`config.mk`:
```
export PLATFORM = sky130hd
export DESIGN_NAME = vls_top
export DESIGN_NICKNAME = d
export VERILOG_FILES = /design/src/vls_pkg.sv /design/src/vls_top.sv /design/src/vls_unlock.sv
export SDC_FILE = /design/constraint.sdc
export NUM_CORES = 1
export LEC_CHECK = 0
export ABC_CLOCK_PERIOD_IN_PS = 2150
export BUFFER_PORTS_ARGS = -buffer_cell sky130_fd_sc_hd__buf_2
export CELL_PAD_IN_SITES_DETAIL_PLACEMENT = 1
export CELL_PAD_IN_SITES_GLOBAL_PLACEMENT = 2
export CORE_MARGIN = 1
export CORE_UTILIZATION = 35
export CTS_BUF_LIST = sky130_fd_sc_hd__clkbuf_16
export CTS_CLUSTER_DIAMETER = 100
export DETAILED_ROUTE_END_ITERATION = 12
export PLACE_DENSITY = 0.74
export SETUP_SLACK_MARGIN = 0.3
export SLEW_MARGIN = 10
export SYNTH_ARGS = -nofsm -noshare
export SYNTH_HDL_FRONTEND = slang
export SYNTH_HIERARCHICAL = 1
export SYNTH_SLANG_ARGS = --single-unit
```
`constraint.sdc`:
```
create_clock -name sys_clk_i -period 2.15 [get_ports sys_clk_i]
set_clock_uncertainty 0.2 [all_clocks]
set_input_delay 0.5375 -clock sys_clk_i [delete_from_list [all_inputs] [get_ports sys_clk_i]]
set_output_delay 0.5375 -clock sys_clk_i [all_outputs]
set_load 0.01 [all_outputs]
```
`src/vls_pkg.sv`:
```
package vls_pkg;

    ////////////////////////////////////////////////////////////////////////////
    // Bus widths and the shadow window count.
    localparam int ADDR_W = 8;
    localparam int DATA_W = 8;
    localparam int VB_W   = 24;
    localparam int SHD_N  = 2;

    ////////////////////////////////////////////////////////////////////////////
    // Register byte offsets.
    localparam logic [7:0] OFS_VECTOR_TABLE_LOCK     = 8'h00;
    localparam logic [7:0] OFS_SHADOW_CONTEXT_SELECT = 8'h01;
    localparam logic [7:0] OFS_UNLOCK_KEY            = 8'h02;
    localparam logic [7:0] OFS_VECTOR_BASE_L         = 8'h04;
    localparam logic [7:0] OFS_VECTOR_BASE_H         = 8'h05;
    localparam logic [7:0] OFS_VECTOR_BASE_U         = 8'h06;
    localparam logic [7:0] OFS_SHADOW_WIN0           = 8'h08;
    localparam logic [7:0] OFS_SHADOW_WIN1           = 8'h09;

    ////////////////////////////////////////////////////////////////////////////
    // Field positions and key values.
    localparam int         BIT_LOCKED     = 0;
    localparam int         BIT_SHADOW_LO  = 0;
    localparam logic [7:0] KEY_FIRST      = 8'h55;
    localparam logic [7:0] KEY_SECOND     = 8'hAA;

    ////////////////////////////////////////////////////////////////////////////
    // Values after reset.
    localparam logic        RST_LOCKED      = 1'b0;
    localparam logic        RST_SHADOW_LO   = 1'b0;
    localparam logic [23:0] RST_VECTOR_BASE = 24'h00_0008;
    localparam logic [7:0]  RST_SHADOW_BYTE = 8'h00;
    localparam logic [7:0]  RD_ZERO         = 8'h00;

    ////////////////////////////////////////////////////////////////////////////
    // Unlock sequence states.
    typedef enum logic [1:0] {
        VLS_KEY_IDLE  = 2'b00,
        VLS_KEY_GOT1  = 2'b01,
        VLS_KEY_ARMED = 2'b10
    } vls_key_state_t;

endpackage : vls_pkg

```
`src/vls_top.sv`:
```
// Design decisions made here: the address-and-strobe port and the placing of the registers.
`timescale 1ns/100ps
module vls_top (
    input  wire logic        sys_clk_i,                 // System clock, 250 MHz.
    input  wire logic        rst_i,                     // Synchronous reset, active high.
    input  wire logic [7:0]  addr_i,                    // Register byte address.
    input  wire logic [7:0]  wdata_i,                   // Write data.
    input  wire logic        wr_i,                      // Write strobe, one cycle.
    input  wire logic        rd_i,                      // Read strobe, one cycle.
    input  wire logic        one_way_lock_config_i,     // One-way lock setting.
    input  wire logic        seq_abort_i,               // Interrupt or halt in progress.
    output logic [7:0]       rdata_o,                   // Read data, cycle after strobe.
    output logic             vector_base_locked_o,      // Lock bit.
    output logic             shadow_context_switch_o,   // Context switch bit.
    output logic [23:0]      vector_base_o              // Vector base address.
);

    ////////////////////////////////////////////////////////////////////////////
    // Address decode.
    wire logic sel_lock  = (addr_i == vls_pkg::OFS_VECTOR_TABLE_LOCK);
    wire logic sel_shad  = (addr_i == vls_pkg::OFS_SHADOW_CONTEXT_SELECT);
    wire logic sel_key   = (addr_i == vls_pkg::OFS_UNLOCK_KEY);
    wire logic sel_vbl   = (addr_i == vls_pkg::OFS_VECTOR_BASE_L);
    wire logic sel_vbh   = (addr_i == vls_pkg::OFS_VECTOR_BASE_H);
    wire logic sel_vbu   = (addr_i == vls_pkg::OFS_VECTOR_BASE_U);
    wire logic sel_win0  = (addr_i == vls_pkg::OFS_SHADOW_WIN0);
    wire logic sel_win1  = (addr_i == vls_pkg::OFS_SHADOW_WIN1);

    ////////////////////////////////////////////////////////////////////////////
    // Unlock key sequence tracker.
    logic armed;

    vls_unlock u_unlock (
        .sys_clk_i (sys_clk_i),
        .rst_i     (rst_i),
        .wr_i      (wr_i),
        .rd_i      (rd_i),
        .key_sel_i (sel_key),
        .wdata_i   (wdata_i),
        .abort_i   (seq_abort_i),
        .armed_o   (armed)
    );

    ////////////////////////////////////////////////////////////////////////////
    // Lock bit: only the write right after the key sequence may change it.
    logic lock_r;
    logic lock_nxt;
    wire logic lock_new    = wdata_i[vls_pkg::BIT_LOCKED];
    wire logic lock_wr_ok  = wr_i & sel_lock & armed & ~seq_abort_i;
    wire logic clear_block = one_way_lock_config_i & lock_r & ~lock_new;

    // Next value keeps the bit unless an armed write is allowed through.
    always_comb begin
        lock_nxt = lock_r;
        if (lock_wr_ok && !clear_block) begin
            lock_nxt = lock_new;
        end
    end

    // Lock register.
    always_ff @(posedge sys_clk_i) begin
        if (rst_i) begin
            lock_r <= vls_pkg::RST_LOCKED;
        end else begin
            lock_r <= lock_nxt;
        end
    end

    ////////////////////////////////////////////////////////////////////////////
    // Shadow context switch bit, an ordinary read/write bit.
    logic shad_r;
    wire logic shad_we = wr_i & sel_shad;

    // Context select register.
    always_ff @(posedge sys_clk_i) begin
        if (rst_i) begin
            shad_r <= vls_pkg::RST_SHADOW_LO;
        end else if (shad_we) begin
            shad_r <= wdata_i[vls_pkg::BIT_SHADOW_LO];
        end
    end

    ////////////////////////////////////////////////////////////////////////////
    // Vector base registers, guarded by the lock bit.
    logic [7:0] vb_r [3];
    wire logic  vb_open = ~lock_r;
    wire logic [2:0] vb_sel = {sel_vbu, sel_vbh, sel_vbl};

    // One write-gated byte register per vector base byte.
    genvar gi;
    generate
        for (gi = 0; gi < 3; gi++) begin : g_vb
            always_ff @(posedge sys_clk_i) begin
                if (rst_i) begin
                    vb_r[gi] <= vls_pkg::RST_VECTOR_BASE[gi*8 +: 8];
                end else if (wr_i && vb_sel[gi] && vb_open) begin
                    vb_r[gi] <= wdata_i;
                end
            end
        end
    endgenerate

    ////////////////////////////////////////////////////////////////////////////
    // Shadow copies: one bank per context, window steered by the switch bit.
    logic [7:0] shd_main_r [vls_pkg::SHD_N];
    logic [7:0] shd_low_r  [vls_pkg::SHD_N];
    wire logic [1:0] win_sel  = {sel_win1, sel_win0};
    wire logic       to_low   = shad_r;
    wire logic       to_main  = ~shad_r;

    // Window writes land in the bank chosen by the context switch bit.
    genvar si;
    generate
        for (si = 0; si < vls_pkg::SHD_N; si++) begin : g_shd
            always_ff @(posedge sys_clk_i) begin
                if (rst_i) begin
                    shd_main_r[si] <= vls_pkg::RST_SHADOW_BYTE;
                    shd_low_r[si]  <= vls_pkg::RST_SHADOW_BYTE;
                end else if (wr_i && win_sel[si]) begin
                    if (to_main) begin
                        shd_main_r[si] <= wdata_i;
                    end
                    if (to_low) begin
                        shd_low_r[si] <= wdata_i;
                    end
                end
            end
        end
    endgenerate

    ////////////////////////////////////////////////////////////////////////////
    // Read data selection; unmapped offsets and the key register read zero.
    wire logic [7:0] rd_lock = {7'h00, lock_r};
    wire logic [7:0] rd_shad = {7'h00, shad_r};
    wire logic [7:0] rd_win0 = to_low ? shd_low_r[0] : shd_main_r[0];
    wire logic [7:0] rd_win1 = to_low ? shd_low_r[1] : shd_main_r[1];
    wire logic [7:0] rd_mux  = sel_lock ? rd_lock
                             : sel_shad ? rd_shad
                             : sel_vbl  ? vb_r[0]
                             : sel_vbh  ? vb_r[1]
                             : sel_vbu  ? vb_r[2]
                             : sel_win0 ? rd_win0
                             : sel_win1 ? rd_win1
                             : vls_pkg::RD_ZERO;

    // Read data stands only in the cycle after the read strobe.
    always_ff @(posedge sys_clk_i) begin
        if (rst_i) begin
            rdata_o <= vls_pkg::RD_ZERO;
        end else if (rd_i) begin
            rdata_o <= rd_mux;
        end else begin
            rdata_o <= vls_pkg::RD_ZERO;
        end
    end

    ////////////////////////////////////////////////////////////////////////////
    // Registered copies of the control state for the rest of the core.
    always_ff @(posedge sys_clk_i) begin
        if (rst_i) begin
            vector_base_locked_o    <= vls_pkg::RST_LOCKED;
            shadow_context_switch_o <= vls_pkg::RST_SHADOW_LO;
            vector_base_o           <= vls_pkg::RST_VECTOR_BASE;
        end else begin
            vector_base_locked_o    <= lock_nxt;
            shadow_context_switch_o <= shad_we ? wdata_i[vls_pkg::BIT_SHADOW_LO] : shad_r;
            vector_base_o           <= {vb_r[2], vb_r[1], vb_r[0]};
        end
    end

endmodule : vls_top

```
`src/vls_unlock.sv`:
```
`timescale 1ns/100ps
module vls_unlock (
    input  wire logic       sys_clk_i,     // System clock.
    input  wire logic       rst_i,         // Synchronous reset, active high.
    input  wire logic       wr_i,          // Bus write strobe.
    input  wire logic       rd_i,          // Bus read strobe.
    input  wire logic       key_sel_i,     // Write addresses the key register.
    input  wire logic [7:0] wdata_i,       // Bus write data.
    input  wire logic       abort_i,       // Interrupt or halt voids the sequence.
    output logic            armed_o        // Key sequence just completed.
);

    ////////////////////////////////////////////////////////////////////////////
    // Next-state decode: any access that is not the expected key step voids it.
    vls_pkg::vls_key_state_t state_r;
    vls_pkg::vls_key_state_t state_nxt;
    wire logic access    = wr_i | rd_i;
    wire logic first_ok  = wr_i & key_sel_i & (wdata_i == vls_pkg::KEY_FIRST);
    wire logic second_ok = wr_i & key_sel_i & (wdata_i == vls_pkg::KEY_SECOND);

    // Sequence walks idle, first key, armed; an abort or stray access resets it.
    always_comb begin
        state_nxt = state_r;
        if (abort_i) begin
            state_nxt = vls_pkg::VLS_KEY_IDLE;
        end else if (access) begin
            case (state_r)
                vls_pkg::VLS_KEY_GOT1: begin
                    state_nxt = second_ok ? vls_pkg::VLS_KEY_ARMED
                              : (first_ok ? vls_pkg::VLS_KEY_GOT1 : vls_pkg::VLS_KEY_IDLE);
                end
                default: begin
                    state_nxt = first_ok ? vls_pkg::VLS_KEY_GOT1 : vls_pkg::VLS_KEY_IDLE;
                end
            endcase
        end
    end

    // State register.
    always_ff @(posedge sys_clk_i) begin
        if (rst_i) begin
            state_r <= vls_pkg::VLS_KEY_IDLE;
        end else begin
            state_r <= state_nxt;
        end
    end

    assign armed_o = (state_r == vls_pkg::VLS_KEY_ARMED);

endmodule : vls_unlock

```
==> out/metrics.cfg <==
[sta]
rsz0062_at_grt = true
fin_crit_ns = 1.871
period_share = 0.8704
clock.fmax_mhz = 534.4
finalHoldViolations = 0
max_slew_margin = 0.7652
worst_pin_slew_ns = 0.3490
setup_viol = 0
slew_viol_final = 0

[power_and_ir_drop]
switching_power_uw = 892.8
switching_share = 0.2388
p_leak_uw = 0.001918
clockPowerShare = 0.391
ir_worst_vdd_v = 0.0004690
p_per_area_nw_per_um2 = 739.1
cell_internal_pwr_uw = 2846
power_frac_seq = 0.526
comb_power_share = 0.083

[route]
drt.antenna.violating_nets = 0
drt_iter0_drc = 99
drt_wl_total_um = 10740
drtPass1Iterations = 4
drc = 0
vias = 2776
wl_per_cell_um = 19.89
routed_via_density = 5.141

[cells_and_area]
n_antenna_cell = 0
fin_util = 0.4646
drive_above_1_share = 0.3525
final_cells = 540
nFillCells = 1156
syn_to_final_growth_pct = 29.05
layout.nets = 417

[logic_synthesis]
synthArstFlopShare = 0
ys_seq_area_frac = 0.6128
synthFlopType = edfxtp_1
syn-instance-count = 310
post_synth.cell_area_avg_um2 = 12.65
syn_area_um2 = 3920
syn-num-nets = 332
yosysWarnings = 6
ys_ff_latch = 92
synth_cell_types = 48
synth_edf_count = 56

[setup_path]
cpMaxStageDelayCell = or4_4
regToRegSetupSlack_ns = 0.36
cp-end-kind = register
required_ns = 2.00
crit_chain = buf_6 > or4_4 > nor3_2 > a31o_4
criticalPathCategory = input port to register
crit_arrival_ns = 1.72
cp_slowest_stage_delay_ns = 0.56
critPathTopFamily = simple AND/OR/NAND/NOR gates
worst-path-buf-inv = 1
startpoint_type = input port
crit_fanout = 8

[die]
start_util = 0.3600
core_um2 = 10890
die_area_um2 = 11630
die_x_um = 107.8
ioPinCount = 56
die_h_um = 107.8
row_count = 38

[global_route]
grt_pass1_wl_um = 16280
grt_util_all_layers = 0.1978
antenna_found_initial = 0
grt.overflow.total = 0
grt_start_max_net_pins = 21
grt_pass1_vias = 2799

[placed_design]
dp_cells = 521
routabilityCongestion = 0.8047
detailed_place_hpwl_um = 7610
portBuffers = 55

[run]
drv_cap = 0

[clocking]
cts_tree = done
clkLatencyLatePin_ns = 0.35
cts_made_buffers = 9
path_clk_slew_ns = 0.07
cts_root_buf = clkbuf_16
cts_max_path_buffers = 2
cts.sinks = 92
h-tree-depth = 3

[run_status]
status = completed

[hold_path]
hp-class = input port to register

[timing repair]
item / 4_1_cts / 5_1_grt
hold buffers: 0 / 0
gates resized for setup: 5 / 10
buffers inserted: 2 / 1
endpoints found under the setup margin: 40 / 80
pin swaps: 2 / 3
[sequential cells by signal, indices dropped and copies added (netlist names)]
name                     count
shd_low_r                   16
vector_base_o               24
shadow_context_switch_o      1
u_unlock/state_r             2
shd_main_r                  16
vb_r                        24
rdata_o                      8
vector_base_locked_o         1
[through the flow]
step           setup TNS (ns)  setup WS (ns)  area [um2]  hold slack [ns]  total power [uW]
2_1_floorplan         -0.4372       -0.02735        4073           0.2313              2144
3_3_place_gp           -3.160        -0.1226        4683           0.2602              2295
3_5_place_dp           -4.817        -0.1388        4683           0.2620              2302
4_1_cts                     0         0.2775        5009           0.2510              3767
5_1_grt                     0         0.2508        5059           0.2766              3871
6_report                    0         0.2786        5059           0.2575              3739
[logic make-up (layout without fill, tap and decap cells)]
logic type             Yosys count  in the layout  synth area share
AO/OA/AOI/OAI                   42             42           0.07820
buffers and inverters           17            107           0.01979
flip-flops                      92             92            0.6128
multiplexers                    21             21           0.06192
AND/OR/NAND/NOR                138            138            0.2273
[cell usage after synthesis, types with 6 or more instances]
| library cell | number | area, um2 |
|---|---|---|
| edfxtp_1 | 56 | 1682 |
| and2_1 | 55 | 344.1 |
| dfxtp_1 | 36 | 720.7 |
| nor2b_1 | 26 | 162.7 |
| mux2i_1 | 13 | 130.1 |
| nand3_1 | 12 | 60.06 |
| a21oi_1 | 9 | 45.04 |
| nor2_1 | 9 | 33.78 |
| clkbuf_1 | 6 | 22.52 |
| mux2_2 | 6 | 67.56 |
[worst paths after layout]
kind                                                           start                                 to  depth (start not counted)
worst min register to register      u_unlock/state_r[1]$_SDFFE_PP0P_   u_unlock/state_r[1]$_SDFFE_PP0P_                          2
worst min-delay path                                           rst_i  vector_base_locked_o$_SDFFE_PP0P_                          2
worst max-delay path                                       addr_i[5]           vb_r[1][6]$_SDFFCE_PN0P_                          4
worst max register to register  shadow_context_switch_o$_SDFFE_PP0P_              rdata_o[4]$_SDFF_PP0_                          5
[cell usage in the layout, fill, tap and decap left out, types with 8 or more instances in the layout]
cell       Yosys  final
edfxtp_1      56     56
and2_1        55     54
buf_2          5     52
dfxtp_1       36     35
buf_4          0     28
nor2b_1       26     25
mux2i_1       13     13
nand3_1       12      9
clkbuf_16      0      9
a21oi_1        9      8
[power by group through the flow]
stage	logic [uW]	registers, uW	clock network (uW)
2_1_floorplan	137	2010	0
3_3_place_gp	291	2000	0
3_5_place_dp	296	2010	0
4_1_cts	306	1970	1490
5_1_grt	333	1970	1560
6_report	310	1970	1460
[routing by layer]
| metal | track usage | wire length, um | up-vias |
|---|---|---|---|
| met4 | 0.06849 | 138 | 0 |
| met2 | 0.3283 | 5325 | 73 |
| met1 | 0.2609 | 4852 | 1389 |
| li1 | - | - | 1302 |
| met3 | 0.03208 | 425 | 12 |
| met5 | 0 | 0 | - |
[final cells by class]
type | count | area [um2] | area share
clock inverters | 7 | 45.04 | 0.008904
multi-input cells | 201 | 1619 | 0.3201
inverters | 4 | 15.01 | 0.002968
repair buffers | 87 | 575.6 | 0.1138
clock buffers | 9 | 225.2 | 0.04452
well taps | 140 | 175.2 | 0.03463
flip-flops and latches | 92 | 2404 | 0.4751
[worst register-to-register path, cell delays in order (launching register included)]
cell and delay, ns:
dfxtp_2 0.39, buf_12 0.18, mux4_2 0.56, nand4_1 0.11, o221a_2 0.19, a211oi_2 0.04
Note: power is estimated with default switching activity, not from simulation.
